## src/teach_diag_pkg.sv

```systemverilog
// Constants, encodings and timing counts shared by the teach and diagnostic logic.
// Assumes a single 200 MHz clock; no register bus, all settings arrive as ports.
// Operation
// - Two button modes, expert default, set externally
// - Expert mode: field limits, zero, factory reset
// - Quick mode: zero position teach only
// - Button locks after timeout, default five minutes
// - Quick: two-second hold starts teach, 2 Hz
// - Teach success stores zero, returns to normal
// - Teach failure blinks green and yellow 8 Hz
// - Timeout counted from teach end; zero never locks
// - Timeout 255 locks button permanently
// - Report completed measurements per second
// - Output updates once per completed measurement
// - Rate and delay follow adaptive exposure time
// - Report trigger-to-output response delay
// - Response delay excludes any filter term
// - Report exposure reserve as unitless value
// - Quality: 0 valid, 1 weak, 2 critical
// - LEDs blink when quality is critical
// - Alarm asserted when no value obtained
// - Health: 0 ok, 1 maintenance, 2 no value
package teach_diag_pkg;

  localparam int unsigned CLK_HZ = 200_000_000;
  localparam int unsigned CLK_PERIOD_NS = 5;

  // Timing in own units, cycle counts derived
  localparam int unsigned HOLD_TIME_MS = 2000;
  localparam int unsigned HOLD_CYCLES = HOLD_TIME_MS * (CLK_HZ / 1000);
  localparam int unsigned TEACH_BLINK_HZ = 2;
  localparam int unsigned TEACH_HALF_CYCLES = CLK_HZ / (2 * TEACH_BLINK_HZ);
  localparam int unsigned FAIL_BLINK_HZ = 8;
  localparam int unsigned FAIL_HALF_CYCLES = CLK_HZ / (2 * FAIL_BLINK_HZ);
  localparam int unsigned CRIT_BLINK_HZ = 2;
  localparam int unsigned CRIT_HALF_CYCLES = CLK_HZ / (2 * CRIT_BLINK_HZ);
  localparam longint unsigned MINUTE_S = 60;
  localparam longint unsigned MINUTE_CYCLES = MINUTE_S * CLK_HZ;
  localparam int unsigned SECOND_CYCLES = CLK_HZ;
  localparam int unsigned FAIL_SHOW_MS = 2000;
  localparam int unsigned FAIL_SHOW_CYCLES = FAIL_SHOW_MS * (CLK_HZ / 1000);

  // Lock timeout codes
  localparam logic [7:0] LOCK_DEFAULT_MIN = 8'h05;
  localparam logic [7:0] LOCK_NEVER = 8'h00;
  localparam logic [7:0] LOCK_ALWAYS = 8'hFF;

  // Widths
  localparam int unsigned DIST_W = 16;
  localparam int unsigned RESERVE_W = 8;
  localparam int unsigned RATE_W = 16;
  localparam int unsigned DELAY_W = 32;

  typedef enum logic
  {
    MODE_EXPERT = 1'b0,
    MODE_QUICK = 1'b1
  } teach_mode_type;

  typedef enum logic [1:0]
  {
    QUAL_VALID = 2'h0,
    QUAL_WEAK = 2'h1,
    QUAL_CRITICAL = 2'h2
  } quality_type;

  typedef enum logic [1:0]
  {
    HEALTH_OK = 2'h0,
    HEALTH_MAINT = 2'h1,
    HEALTH_NO_VALUE = 2'h2
  } health_type;

  // Expert-mode button requests
  typedef enum logic [1:0]
  {
    REQ_NONE = 2'h0,
    REQ_FIELD = 2'h1,
    REQ_ZERO = 2'h2,
    REQ_FACTORY = 2'h3
  } expert_req_type;

  typedef enum logic [1:0]
  {
    ST_IDLE = 2'b00,
    ST_HOLD = 2'b01,
    ST_TEACH = 2'b11,
    ST_FAIL = 2'b10
  } teach_state_type;

endpackage

```

## src/blink_gen.sv

```systemverilog
// Free-running square wave with a programmable half period.
// Assumes clk/rstn of the teach block; restarts low when disabled.
`timescale 1ns/1ps
module blink_gen #(
  parameter int unsigned HALF_CYCLES = 50_000_000
) (
  // Clock and reset
  input wire logic clk,
  input wire logic rstn,
  // Control
  input wire logic enable,
  output logic wave
);

  localparam int unsigned CW = $clog2(HALF_CYCLES + 1);
  localparam logic [CW-1:0] LAST = CW'(HALF_CYCLES - 1);

  logic [CW-1:0] count_q;
  logic phase_q;
  wire wrap = (count_q == LAST);

  always_ff @(posedge clk or negedge rstn)
  begin
    if (!rstn)
    begin
      count_q <= '0;
      phase_q <= 1'b0;
    end
    else if (!enable)
    begin
      count_q <= '0;
      phase_q <= 1'b0;
    end
    else if (wrap)
    begin
      count_q <= '0;
      phase_q <= ~phase_q;
    end
    else
    begin
      count_q <= count_q + 1'b1;
    end
  end

  assign wave = phase_q;

endmodule

```

## src/meas_diag.sv

```systemverilog
// Measurement diagnostics: rate per second, response delay, reserve, quality, health.
// Assumes trigger and done pulses come from same-clock measurement logic.
`timescale 1ns/1ps
module meas_diag #(
  parameter int unsigned SECOND_CYCLES = teach_diag_pkg::SECOND_CYCLES,
  parameter int unsigned DIST_W = teach_diag_pkg::DIST_W,
  parameter int unsigned RESERVE_W = teach_diag_pkg::RESERVE_W
) (
  // Clock and reset
  input wire logic clk,
  input wire logic rstn,
  // Measurement side
  input wire logic measTrigger,
  input wire logic measDone,
  input wire logic measValid,
  input wire logic [DIST_W-1:0] measDistance,
  input wire logic [RESERVE_W-1:0] measReserve,
  input wire logic [RESERVE_W-1:0] weakLimit,
  input wire logic [RESERVE_W-1:0] criticalLimit,
  // Reports
  output logic [DIST_W-1:0] outValue,
  output logic outUpdate,
  output logic [teach_diag_pkg::RATE_W-1:0] measurementRateValue,
  output logic [teach_diag_pkg::DELAY_W-1:0] responseDelayValue,
  output logic [RESERVE_W-1:0] exposureReserve,
  output teach_diag_pkg::quality_type signalQuality,
  output teach_diag_pkg::health_type deviceHealthStatus,
  output logic alarmOut
);

  localparam int unsigned SW = $clog2(SECOND_CYCLES + 1);
  localparam logic [SW-1:0] SEC_LAST = SW'(SECOND_CYCLES - 1);

  logic [SW-1:0] secCount_q;
  logic [teach_diag_pkg::RATE_W-1:0] rateCount_q;
  logic [teach_diag_pkg::DELAY_W-1:0] delayCount_q;
  logic secWrap;
  teach_diag_pkg::quality_type quality_d;

  assign secWrap = (secCount_q == SEC_LAST);
  // Reserve thresholds give the quality class
  assign quality_d = (measReserve <= criticalLimit) ? teach_diag_pkg::QUAL_CRITICAL :
                     (measReserve <= weakLimit) ? teach_diag_pkg::QUAL_WEAK : teach_diag_pkg::QUAL_VALID;

  always_ff @(posedge clk or negedge rstn)
  begin
    if (!rstn)
    begin
      secCount_q <= '0;
      rateCount_q <= '0;
      measurementRateValue <= '0;
    end
    else
    begin
      secCount_q <= secWrap ? '0 : secCount_q + 1'b1;
      if (secWrap)
      begin
        // Completed measurements in the last second
        measurementRateValue <= rateCount_q + {{(teach_diag_pkg::RATE_W-1){1'b0}}, measDone};
        rateCount_q <= '0;
      end
      else if (measDone && rateCount_q != '1)
      begin
        rateCount_q <= rateCount_q + 1'b1;
      end
    end
  end

  // Trigger to output change; filter stage sits elsewhere and is not counted
  always_ff @(posedge clk or negedge rstn)
  begin
    if (!rstn)
    begin
      delayCount_q <= '0;
      responseDelayValue <= '0;
    end
    else if (measTrigger)
    begin
      delayCount_q <= '0;
    end
    else if (measDone)
    begin
      responseDelayValue <= delayCount_q + 1'b1;
    end
    else if (delayCount_q != '1)
    begin
      delayCount_q <= delayCount_q + 1'b1;
    end
  end

  always_ff @(posedge clk or negedge rstn)
  begin
    if (!rstn)
    begin
      outValue <= '0;
      outUpdate <= 1'b0;
      exposureReserve <= '0;
      signalQuality <= teach_diag_pkg::QUAL_VALID;
      deviceHealthStatus <= teach_diag_pkg::HEALTH_OK;
      alarmOut <= 1'b0;
    end
    else
    begin
      outUpdate <= measDone;
      if (measDone)
      begin
        if (measValid)
        begin
          outValue <= measDistance;
        end
        exposureReserve <= measReserve;
        signalQuality <= quality_d;
        alarmOut <= ~measValid;
        if (!measValid)
        begin
          deviceHealthStatus <= teach_diag_pkg::HEALTH_NO_VALUE;
        end
        else if (quality_d == teach_diag_pkg::QUAL_CRITICAL)
        begin
          deviceHealthStatus <= teach_diag_pkg::HEALTH_MAINT;
        end
        else
        begin
          deviceHealthStatus <= teach_diag_pkg::HEALTH_OK;
        end
      end
    end
  end

endmodule

```

## src/teach_button_and_diagnostic_status.sv

```systemverilog
// Teach button handling, LED indication and diagnostic status of the distance sensor.
// Assumes a raw button pin (async, active low), same-clock measurement pulses
// and parameter values held stable by the IO-Link parameter logic.
`timescale 1ns/1ps
module teach_button_and_diagnostic_status #(
  parameter int unsigned HOLD_CYCLES = teach_diag_pkg::HOLD_CYCLES,
  parameter longint unsigned MINUTE_CYCLES = teach_diag_pkg::MINUTE_CYCLES,
  parameter int unsigned SECOND_CYCLES = teach_diag_pkg::SECOND_CYCLES,
  parameter int unsigned FAIL_SHOW_CYCLES = teach_diag_pkg::FAIL_SHOW_CYCLES,
  parameter int unsigned TEACH_HALF_CYCLES = teach_diag_pkg::TEACH_HALF_CYCLES,
  parameter int unsigned FAIL_HALF_CYCLES = teach_diag_pkg::FAIL_HALF_CYCLES,
  parameter int unsigned CRIT_HALF_CYCLES = teach_diag_pkg::CRIT_HALF_CYCLES,
  parameter int unsigned DIST_W = teach_diag_pkg::DIST_W,
  parameter int unsigned RESERVE_W = teach_diag_pkg::RESERVE_W
) (
  // Clock and reset
  input wire logic clk,
  input wire logic rstn,
  // Push button pin
  input wire logic buttonPin_n,
  // Parameters from the IO-Link side
  input wire logic paramModeQuick,
  input wire logic paramModeWrite,
  input wire logic [7:0] paramLockTimeout,
  input wire logic paramLockWrite,
  input wire logic [RESERVE_W-1:0] weakLimit,
  input wire logic [RESERVE_W-1:0] criticalLimit,
  // Measurement side
  input wire logic measTrigger,
  input wire logic measDone,
  input wire logic measValid,
  input wire logic [DIST_W-1:0] measDistance,
  input wire logic [RESERVE_W-1:0] measReserve,
  // Teach results
  output teach_diag_pkg::teach_mode_type teachMode,
  output logic [7:0] lockTimeout,
  output logic buttonEnabled,
  output logic [DIST_W-1:0] zeroPosition,
  output logic zeroStored,
  output teach_diag_pkg::expert_req_type expertRequest,
  output logic expertRequestValid,
  output logic teachBusy,
  // LEDs
  output logic ledGreen,
  output logic ledYellow,
  // Diagnostics
  output logic [DIST_W-1:0] outValue,
  output logic outUpdate,
  output logic [teach_diag_pkg::RATE_W-1:0] measurementRateValue,
  output logic [teach_diag_pkg::DELAY_W-1:0] responseDelayValue,
  output logic [RESERVE_W-1:0] exposureReserve,
  output teach_diag_pkg::quality_type signalQuality,
  output teach_diag_pkg::health_type deviceHealthStatus,
  output logic alarmOut
);

  localparam int unsigned HW = $clog2(HOLD_CYCLES * 4 + 1);
  localparam logic [HW-1:0] HOLD_LAST = HW'(HOLD_CYCLES - 1);
  localparam logic [HW-1:0] HOLD2_LAST = HW'(HOLD_CYCLES * 2 - 1);
  localparam logic [HW-1:0] HOLD3_LAST = HW'(HOLD_CYCLES * 3 - 1);

  localparam int unsigned MW = $clog2(MINUTE_CYCLES + 1);
  localparam logic [MW-1:0] MIN_LAST = MW'(MINUTE_CYCLES - 1);

  localparam int unsigned FW = $clog2(FAIL_SHOW_CYCLES + 1);
  localparam logic [FW-1:0] FAIL_LAST = FW'(FAIL_SHOW_CYCLES - 1);

  // Button synchroniser; first stage feeds only the second
  logic btnMeta_q;
  logic btnSync_q;

  logic pressed;

  always_ff @(posedge clk or negedge rstn)
  begin
    if (!rstn)
    begin
      btnMeta_q <= 1'b0;
      btnSync_q <= 1'b0;
    end
    else
    begin
      btnMeta_q <= ~buttonPin_n;
      btnSync_q <= btnMeta_q;
    end
  end

  assign pressed = btnSync_q;

  // Mode and timeout settings, changed only by the parameter side
  always_ff @(posedge clk or negedge rstn)
  begin
    if (!rstn)
    begin
      teachMode <= teach_diag_pkg::MODE_EXPERT;
      lockTimeout <= teach_diag_pkg::LOCK_DEFAULT_MIN;
    end
    else
    begin
      if (paramModeWrite)
      begin
        teachMode <= paramModeQuick ? teach_diag_pkg::MODE_QUICK :
                     teach_diag_pkg::MODE_EXPERT;
      end
      if (paramLockWrite)
      begin
        lockTimeout <= paramLockTimeout;
      end
    end
  end

  // Teach sequencer
  teach_diag_pkg::teach_state_type state_q;
  teach_diag_pkg::teach_state_type state_d;
  logic [HW-1:0] holdCount_q;
  logic [FW-1:0] failCount_q;

  logic teachEnd;
  logic releaseEdge;
  logic pressedPrev_q;

  logic quickMode;
  logic holdReached;

  assign quickMode = (teachMode == teach_diag_pkg::MODE_QUICK);
  assign releaseEdge = pressedPrev_q & ~pressed;
  assign holdReached = (holdCount_q == HOLD_LAST);

  // Count saturates on an endless press
  wire holdStep = (state_q == teach_diag_pkg::ST_HOLD) && pressed;

  // Expert mode: hold length selects the function on release
  wire expertFn1 = (holdCount_q >= HOLD_LAST) && (holdCount_q < HOLD2_LAST);
  wire expertFn2 = (holdCount_q >= HOLD2_LAST) && (holdCount_q < HOLD3_LAST);
  wire expertFn3 = (holdCount_q >= HOLD3_LAST);
  wire expertFire = releaseEdge && !quickMode && buttonEnabled &&
                    (expertFn1 || expertFn2 || expertFn3);

  always_comb
  begin
    state_d = state_q;
    case (state_q)
      teach_diag_pkg::ST_IDLE:
        if (pressed && buttonEnabled)
        begin
          state_d = teach_diag_pkg::ST_HOLD;
        end
      teach_diag_pkg::ST_HOLD:
        if (!pressed)
        begin
          state_d = teach_diag_pkg::ST_IDLE;
        end
        else if (quickMode && holdReached)
        begin
          state_d = teach_diag_pkg::ST_TEACH;
        end
      teach_diag_pkg::ST_TEACH:
        if (measDone)
        begin
          state_d = measValid ? teach_diag_pkg::ST_IDLE : teach_diag_pkg::ST_FAIL;
        end
      teach_diag_pkg::ST_FAIL:
        if (failCount_q == FAIL_LAST)
        begin
          state_d = teach_diag_pkg::ST_IDLE;
        end
      default:
        state_d = teach_diag_pkg::ST_IDLE;
    endcase
  end

  always_ff @(posedge clk or negedge rstn)
  begin
    if (!rstn)
    begin
      state_q <= teach_diag_pkg::ST_IDLE;
      holdCount_q <= '0;
      failCount_q <= '0;
      pressedPrev_q <= 1'b0;
    end
    else
    begin
      state_q <= state_d;
      pressedPrev_q <= pressed;
      holdCount_q <= !holdStep ? '0 : (&holdCount_q) ? holdCount_q : holdCount_q + 1'b1;
      failCount_q <= (state_q == teach_diag_pkg::ST_FAIL) ? failCount_q + 1'b1 : '0;
    end
  end

  // Quick teach ends on the measurement; expert teach ends on release
  assign teachEnd = ((state_q == teach_diag_pkg::ST_TEACH) && measDone) ||
                    expertFire;

  always_ff @(posedge clk or negedge rstn)
  begin
    if (!rstn)
    begin
      zeroPosition <= '0;
      zeroStored <= 1'b0;
      expertRequest <= teach_diag_pkg::REQ_NONE;
      expertRequestValid <= 1'b0;
    end
    else
    begin
      zeroStored <= 1'b0;
      expertRequestValid <= expertFire;
      if (expertFire)
      begin
        expertRequest <= expertFn3 ? teach_diag_pkg::REQ_FACTORY :
                         expertFn2 ? teach_diag_pkg::REQ_FIELD : teach_diag_pkg::REQ_ZERO;
      end
      if (state_q == teach_diag_pkg::ST_TEACH && measDone && measValid)
      begin
        zeroPosition <= measDistance;
        zeroStored <= 1'b1;
      end
    end
  end

  // Lock timer, restarted by each teach-in end, counted in minutes
  logic [MW-1:0] minCount_q;
  logic [7:0] minutes_q;
  logic timedOut_q;

  always_ff @(posedge clk or negedge rstn)
  begin
    if (!rstn)
    begin
      minCount_q <= '0;
      minutes_q <= '0;
      timedOut_q <= 1'b0;
    end
    else if (teachEnd || paramLockWrite)
    begin
      minCount_q <= '0;
      minutes_q <= '0;
      timedOut_q <= 1'b0;
    end
    // Frozen until a restart
    else if (!timedOut_q)
    begin
      minCount_q <= (minCount_q == MIN_LAST) ? '0 : minCount_q + 1'b1;
      if (minCount_q == MIN_LAST)
      begin
        minutes_q <= minutes_q + 1'b1;
        timedOut_q <= (minutes_q + 8'h01) >= lockTimeout;
      end
    end
  end

  // Zero means never lock; 255 means always locked
  assign buttonEnabled = (lockTimeout != teach_diag_pkg::LOCK_ALWAYS) &&
                         ((lockTimeout == teach_diag_pkg::LOCK_NEVER) || !timedOut_q);

  // Failure display counts as busy
  assign teachBusy = (state_q == teach_diag_pkg::ST_TEACH) ||
                     (state_q == teach_diag_pkg::ST_FAIL);

  // LED blink sources
  logic teachWave;
  logic failWave;
  logic critWave;

  logic critical;

  blink_gen #(.HALF_CYCLES(TEACH_HALF_CYCLES)) teachBlink (
    .clk(clk),
    .rstn(rstn),
    .enable(state_q == teach_diag_pkg::ST_TEACH),
    .wave(teachWave)
  );

  blink_gen #(.HALF_CYCLES(FAIL_HALF_CYCLES)) failBlink (
    .clk(clk),
    .rstn(rstn),
    .enable(state_q == teach_diag_pkg::ST_FAIL),
    .wave(failWave)
  );

  blink_gen #(.HALF_CYCLES(CRIT_HALF_CYCLES)) critBlink (
    .clk(clk),
    .rstn(rstn),
    .enable(critical),
    .wave(critWave)
  );

  // Measurement diagnostics
  meas_diag #(
    .SECOND_CYCLES(SECOND_CYCLES),
    .DIST_W(DIST_W),
    .RESERVE_W(RESERVE_W)
  ) diag (
    .clk(clk),
    .rstn(rstn),
    .measTrigger(measTrigger),
    .measDone(measDone),
    .measValid(measValid),
    .measDistance(measDistance),
    .measReserve(measReserve),
    .weakLimit(weakLimit),
    .criticalLimit(criticalLimit),
    .outValue(outValue),
    .outUpdate(outUpdate),
    .measurementRateValue(measurementRateValue),
    .responseDelayValue(responseDelayValue),
    .exposureReserve(exposureReserve),
    .signalQuality(signalQuality),
    .deviceHealthStatus(deviceHealthStatus),
    .alarmOut(alarmOut)
  );

  assign critical = (signalQuality == teach_diag_pkg::QUAL_CRITICAL);

  // Teach indication overrides status; yellow steady shows no value
  always_ff @(posedge clk or negedge rstn)
  begin
    if (!rstn)
    begin
      ledGreen <= 1'b0;
      ledYellow <= 1'b0;
    end
    else if (state_q == teach_diag_pkg::ST_TEACH)
    begin
      ledGreen <= teachWave;
      ledYellow <= 1'b0;
    end
    else if (state_q == teach_diag_pkg::ST_FAIL)
    begin
      ledGreen <= failWave;
      ledYellow <= failWave;
    end
    else if (critical)
    begin
      ledGreen <= critWave;
      ledYellow <= critWave;
    end
    else
    begin
      ledGreen <= ~alarmOut;
      ledYellow <= alarmOut;
    end
  end

endmodule

```

## config.mk

```make
export PLATFORM = sky130hd
export DESIGN_NAME = teach_button_and_diagnostic_status
export DESIGN_NICKNAME = d
export VERILOG_FILES = /design/src/teach_diag_pkg.sv /design/src/blink_gen.sv /design/src/meas_diag.sv /design/src/teach_button_and_diagnostic_status.sv
export SDC_FILE = /design/constraint.sdc
export NUM_CORES = 1
export LEC_CHECK = 0
export BUFFER_PORTS_ARGS = -buffer_cell sky130_fd_sc_hd__clkbuf_2
export CAP_MARGIN = 20
export CORE_AREA = 10 10 310 223
export CTS_BUF_LIST = sky130_fd_sc_hd__clkbuf_4 sky130_fd_sc_hd__clkbuf_8
export DETAILED_ROUTE_END_ITERATION = 12
export DIE_AREA = 0 0 320 233
export PLACE_DENSITY = 0.53
export SLEW_MARGIN = 20
export SYNTH_ARGS = -nofsm -noshare
export SYNTH_HDL_FRONTEND = slang
export SYNTH_SLANG_ARGS = --single-unit
```

## constraint.sdc

```tcl
create_clock -name clk -period 2.1 [get_ports clk]
set_clock_uncertainty 0.2 [all_clocks]
set_input_delay 0.42 -clock clk [delete_from_list [all_inputs] [get_ports clk]]
set_output_delay 0.42 -clock clk [all_outputs]
set_load 0.02 [all_outputs]
```

# Yosys cells after proc, flatten, opt, wreduce, memory -nomap -nowiden
# Index checks and enable logic that the tools add are counted.
# Widths: inputs -> output; s select.
dict set report totals {
  output_inout_bits 111
  input_bits 57
  register_bits 372
  wordCells 169
}
dict set report classes {
  n_eq_ne 25
  n_bitwise 9
  n_lt_le_gt_ge 8
  reduce_logical 31
  mux 51
  addsub 11
}
# operator count
set op_table {}
lappend op_table {{$mux 26} 4}
lappend op_table {{$mux 34} 3}
lappend op_table {{$mux 32} 3}
lappend op_table {{$mux 31} 2}
lappend op_table {{$add 26x1->26 const B} 2}
lappend op_table {{$eq 26x26->1 const B} 2}
lappend op_table {{$mux 24} 2}
lappend op_table {{$add 34x1->34 const B} 1}
lappend op_table {{$eq 34x34->1 const B} 1}
lappend op_table {{$add 32x1->32 const B} 1}
lappend op_table {{$mux 16} 2}
lappend op_table {{$ne 32x32->1 const B} 1}
lappend op_table {{$add 31x1->31 const B} 1}
lappend op_table {{$eq 31x29->1 const B} 1}
lappend op_table {{$ge 31x29->1 const B} 1}
lappend op_table {{$ge 31x30->1 const B} 1}
lappend op_table {{$ge 31x31->1 const B} 1}
lappend op_table {{$lt 31x30->1 const B} 1}
lappend op_table {{$lt 31x31->1 const B} 1}
lappend op_table {{$reduce_and 31->1} 1}
lappend op_table {{$add 29x1->29 const B} 1}
lappend op_table {{$eq 29x29->1 const B} 1}
lappend op_table {{$mux 29} 1}
lappend op_table {{$add 28x1->28 const B} 1}
lappend op_table {{30 further kinds} 99}

# Logic depth before layout (Yosys ltp)
dict set report logic_depth {
  depth_word 9
  depth_mapped 9
}

# Cells and area by module
# From an unflattened synthesis, not the netlist that was laid out.
dict set report hier_totals {
  hier_cells 2009
  area_unflattened_um2 19092.1
}
# module n_inst area_per_inst_um2 cells_each
set modules_own_cells {}
lappend modules_own_cells {meas_diag 1 7664.9 781}
lappend modules_own_cells {teach_button_and_diagnostic_status 1 7191.9 784}
lappend modules_own_cells {{blink_gen at critBlink ...} 2 1480.2 156}
lappend modules_own_cells {{blink_gen at failBlink} 1 1275.0 132}

# Worst setup path before layout
# OpenSTA, ideal clock, no wires.
dict set report synth_timing {
  path_type {register -> register}
  start {register minCount_q[15]}
  end {register minCount_q[23]}
  setup_time_ps 136
  slack_ps -158
  stages_incl_launch_ff 8
  t_arrival_ps 1922
  required_ps 1764
  n_path_buf 1
  path_cell_list {dfrtp_1 or4b_4 or3_4 nor3_4 buf_6 a41oi_1 o21ai_1 a21oi_1}
}
dict set report synth_between {
  elab_chain_cells 4
}
# element line_no
set synth_lines {}
lappend synth_lines {{start, declared} teach_button_and_diagnostic_status.sv:221} ;# logic [MW-1:0] minCount_q;
lappend synth_lines {{start signal, assigned} teach_button_and_diagnostic_status.sv:242} ;# minCount_q <= (minCount_q == MIN_LAST) ? '0 : minCount_q + 1'b1;
lappend synth_lines {{$add 34x1->34 or $eq 34x34->1 (tied branches)} teach_button_and_diagnostic_status.sv:242}
lappend synth_lines {{$mux 34 (*)} teach_button_and_diagnostic_status.sv:242}
lappend synth_lines {{$mux 34 (*)} teach_button_and_diagnostic_status.sv:240} ;# else if (!timedOut_q)
lappend synth_lines {{$mux 34 (*)} teach_button_and_diagnostic_status.sv:233} ;# else if (teachEnd || paramLockWrite)
# Mark *: on every way between the ends. The rest lies on a longest branch, timed or not. The select of a mux whose other input is x is not followed.
# A chain may end at the register's enable or synchronous reset.

# Worst setup path in the final report
dict set report layout_timing {
  start {register lockTimeout[0]}
  end {output port buttonEnabled}
}
dict set report layout_between {
  elab_chain_cells 3
}
# element line_no
set layout_lines {}
lappend layout_lines {{start, declared} teach_button_and_diagnostic_status.sv:36} ;# output logic [7:0] lockTimeout,
lappend layout_lines {{start signal, assigned} teach_button_and_diagnostic_status.sv:96} ;# lockTimeout <= teach_diag_pkg::LOCK_DEFAULT_MIN;
lappend layout_lines {{start signal, assigned} teach_button_and_diagnostic_status.sv:107} ;# lockTimeout <= paramLockTimeout;
lappend layout_lines {{$logic_not 8->1} teach_button_and_diagnostic_status.sv:253} ;# ((lockTimeout == teach_diag_pkg::LOCK_NEVER) || !timedOut_q);
lappend layout_lines {{$logic_or 1x1->1} teach_button_and_diagnostic_status.sv:253}
lappend layout_lines {{$logic_and 1x1->1 (*)} teach_button_and_diagnostic_status.sv:252} ;# assign buttonEnabled = (lockTimeout != teach_diag_pkg::LOCK_ALWAYS) &&
lappend layout_lines {{end, declared} teach_button_and_diagnostic_status.sv:37} ;# output logic buttonEnabled,
# Mark *: on every way between the ends. The rest lies on a longest branch, timed or not.

==> impl_table.tex <==
\begin{tabular}{lr}
\hline
Metric & Value \\
\hline
\multicolumn{2}{l}{\textbf{STA}} \\
\quad Final-report max-slew violation count & 0 \\
\quad Actual slew at the worst max-slew pin & 694 ps \\
\quad RSZ-0062 raised after global routing & true \\
\quad Minimum hold slack & 88.0 ps \\
\quad Final setup margin & -341 ps \\
\quad Top achievable clock speed & 0.410 GHz \\
\quad Final Cycle Share & 116\% \\
\quad Final hold violations & 0 \\
\quad Crit path time final & 2440 ps \\
\quad Relative slew slack & 53.6\% \\
\quad Final Setup Violations & 77 \\
\multicolumn{2}{l}{\textbf{Flow run}} \\
\quad Number of max-cap violations & 0 \\
\multicolumn{2}{l}{\textbf{Status}} \\
\quad Status & finished with violations \\
\quad Violations in the final reports & negative setup slack \\
\multicolumn{2}{l}{\textbf{Clock network}} \\
\quad Num CTS Buffers & 61 \\
\quad Clock tree from TritonCTS & built \\
\quad Master cell of the clock root buffer & clkbuf\_8 \\
\quad Clk sink count & 371 \\
\quad Level count of the clock H-tree & 2 \\
\quad Insertion delay to the later sink of the worst-skew pair & 700 ps \\
\quad Clock Path Buffers & 3 \\
\quad Clock transition at the registers of the reported paths & 70 ps \\
\multicolumn{2}{l}{\textbf{Floorplanning}} \\
\quad CORE AREA & 0.0627 mm2 \\
\quad Standard-cell row count & 77 \\
\quad Initial Util & 29.9\% \\
\quad Boundary Pins & 168 \\
\quad Area enclosed by the die boundary & 0.0746 mm2 \\
\quad Die X & 320 um \\
\quad Die Y & 233 um \\
\multicolumn{2}{l}{\textbf{Logic synthesis}} \\
\quad Count of unique library cells instantiated by Yosys & 70 \\
\quad Most used standard cells in the synthesized netlist & dfrtp\_1, nor2\_1, nand2\_1 \\
\quad Yosys top cell area share & 49.3\% \\
\quad Area of the mapped netlist & 0.0187 mm2 \\
\quad Warning count from the yosys run & 0 \\
\quad Syn nets & 2065 \\
\quad Number of register bits inferred by synthesis & 371 \\
\quad Top cell type by total area after synthesis & dfrtp\_1 \\
\quad Average size of a mapped cell & 9.50 um2 \\
\quad Most frequent cell after synthesis & dfrtp\_1 \\
\quad Number of instances in the synthesized netlist & 1972 \\
\quad Flip-flop cell with the highest count after synthesis & dfrtp\_1 \\
\quad Register area share after synthesis & 49.6\% \\
\quad Number of flops mapped to enable cells by yosys & 0 \\
\quad Largest cells by area after synthesis & dfrtp\_1, xor2\_1, nor2\_1 \\
\quad Post-synthesis async set-or-reset flop share & 100\% \\
\multicolumn{2}{l}{\textbf{Cells and area}} \\
\quad Nets & 2637 \\
\quad Filler-free cell count of the finished design & 3421 \\
\quad Antenna diodes & 0 \\
\quad Area overhead of the layout relative to synthesis & 43.2\% \\
\quad Share of final-layout standard cells stronger than drive strength 1 & 35.4\% \\
\quad Final Instance Area & 0.0268 mm2 \\
\multicolumn{2}{l}{\textbf{Hold path}} \\
\quad Path category of the worst min-delay check & input port to flop \\
\multicolumn{2}{l}{\textbf{Placement}} \\
\quad Detail Placement HPWL & 38000 um \\
\quad Port bufs & 167 \\
\quad Placed Instances & 3188 \\
\quad Worst slack at placement & -219 ps \\
\quad Placed instance area & 0.0228 mm2 \\
\quad Global placer's final weighted congestion & 0.858 \\
\multicolumn{2}{l}{\textbf{Route}} \\
\quad First-pass DRT Iterations & 5 \\
\quad Total via count after detailed routing & 16300 \\
\quad Routed wire length per instance & 16.2 um \\
\quad Overall routed net length & 55400 um \\
\quad Starting DRC count in detailed routing & 1048 \\
\quad Drc violations & 0 \\
\quad Post-route antenna net violation count & 0 \\
\quad Average vias per placed instance & 4.75 \\
\multicolumn{2}{l}{\textbf{Global route}} \\
\quad Remaining global-route overflow & 0 \\
\quad Global-route wire length before repair & 88100 um \\
\quad Largest net degree at the start of global routing & 63 \\
\quad Number of antenna violations at the first check in global routing & 2 \\
\quad Via count of the first global-routing pass & 16500 \\
\quad Tot GR Track Use & 14.2\% \\
\multicolumn{2}{l}{\textbf{Pwr}} \\
\quad Cell leakage power & 11.8 nW \\
\quad Final total power & 16.4 mW \\
\quad Power per cell area & 610 mW/mm2 \\
\quad Worst VDD drop & 448 uV \\
\multicolumn{2}{l}{\textbf{Setup path}} \\
\quad Register-to-register setup slack & -260 ps \\
\quad Capturing element type of the critical path & output port \\
\quad Critical path type & flop to output port \\
\quad Kind of start point of the critical path & flop \\
\quad Worst Path Max Fanout & 3 \\
\quad Arrival time of data at the critical path endpoint & 1820 ps \\
\quad Required time of the worst setup path & 1480 ps \\
\hline
\end{tabular}
-- cell type report --
type                            instances  area, um2
Clock buffer                           96       1200
Clock inverter                         15        138
Fill cell                            5976      35900
Inverter                               53        199
Multi-Input combinational cell       1465      10300
Sequential cell                       371       9300
Tap cell                              829       1040
Timing Repair Buffer                  592       4680
-- worst max-delay path: stages, from the launching register on --
cell and delay, ps:
dfstp_2 560, nand4_1 90, o21bai_1 210, nand2_1 120, clkbuf_8 170
-- per-stage QoR --
| stage | TNS [ps] | util, % |
|---|---|---|
| 3_3_place_gp | -6870 | 36.4 |
| 4_1_cts | -5680 | 40.6 |
| 5_1_grt | -20490 | 42.8 |
| 3_5_place_dp | -10370 | 36.4 |
| 2_1_floorplan | -2300 | - |
| 6_report | -8930 | 42.8 |
-- power breakdown --
| part | internal (mW) | leakage (nW) | total [mW] | switching (mW) |
|---|---|---|---|---|
| sequential | 7.36 | 4.95 | 7.54 | 0.182 |
| clock | 3.86 | 0.711 | 7.04 | 3.18 |
| combinational | 0.763 | 6.18 | 1.79 | 1.02 |
-- per-layer routing --
| metal | share of wire, % | GRT usage [%] |
|---|---|---|
| met1 | 50 | 20.9 |
| met4 | 1.5 | 3.41 |
| met5 | 0 | 0 |
| met2 | 42 | 20.6 |
| met3 | 6.4 | 3.54 |
-- path summary, 6_finish.rpt --
check / start / to / cells after the start
max: lockTimeout[0]$_DFFE_PN1P_ / buttonEnabled / 4
min: paramLockWrite / lockTimeout[0]$_DFFE_PN1P_ / 3
max reg2reg: minCount_q[11]$_DFFE_PN0P_ / minCount_q[29]$_DFFE_PN0P_ / 6
min reg2reg: btnMeta_q$_DFF_PN0_ / btnSync_q$_DFF_PN0_ / 0
max in group asynchronous: rstn / lockTimeout[4]$_DFFE_PN0P_ / 3
min in group asynchronous: rstn / lockTimeout[0]$_DFFE_PN1P_ / 2
-- timing repair --
item | CTS | global route
pin swaps | 72 | 115
hold buffers | 55 | 0
endpoints found under the hold margin | 435 | 0
gates cloned | 3 | 5
endpoints found under the setup margin | 148 | 236
gates resized for setup | 108 | 245
setup buffers | 28 | 37
-- sequential cells by signal, indices dropped and copies added, names as in the netlist, 2 cells and up --
register / flops
failBlink.count_q: 24
critBlink.count_q: 26
minCount_q: 34
diag.rateCount_q: 16
failCount_q: 29
diag.responseDelayValue: 32
zeroPosition: 16
expertRequest: 2
diag.secCount_q: 28
diag.signalQuality: 2
holdCount_q: 31
lockTimeout: 8
diag.exposureReserve: 8
diag.outValue: 16
diag.measurementRateValue: 16
diag.delayCount_q: 32
teachBlink.count_q: 26
state_q: 2
minutes_q: 8
-- cells in the final DEF, fill, tap and decap left out, types with 9 or more instances in the layout --
master and count:
dfrtp_1 361, buf_4 307, nor2_1 251, nand2_1 217
clkbuf_2 163, xor2_1 135, xnor2_1 101, nand3_1 96
clkbuf_8 77, nand4_1 68, o21ai_0 55, dlygate4sd3_1 54
a21oi_1 53, inv_1 51, and3_1 38, buf_6 34
ha_1 32, nor2_4 31, o21ai_1 29, mux2_2 27
or3_1 24, nor3_2 23, buf_12 22, clkbuf_4 21
a21oi_2 19, and4_1 15, nor4_4 14, nor2_2 14
nor3_1 12, nor3_4 12, nor2b_1 10, and3_4 9
nand3_2 9, nor4_1 9, clkinv_2 9
-- logic make-up (layout without fill, tap and decap cells) --
logic type               Yosys count  count (layout)  synth area share (%)
AND/OR/NAND/NOR                  943             943                  25.1
flip-flops                       371             371                  49.6
XOR/XNOR                         251             251                  11.7
AO/OA/AOI/OAI                    203             203                  6.29
buffers and inverters            136             756                  3.02
adder cells (fa/ha/maj)           36              36                  2.41
multiplexers                      32              32                  1.89
(Power assumes the default switching activity.)
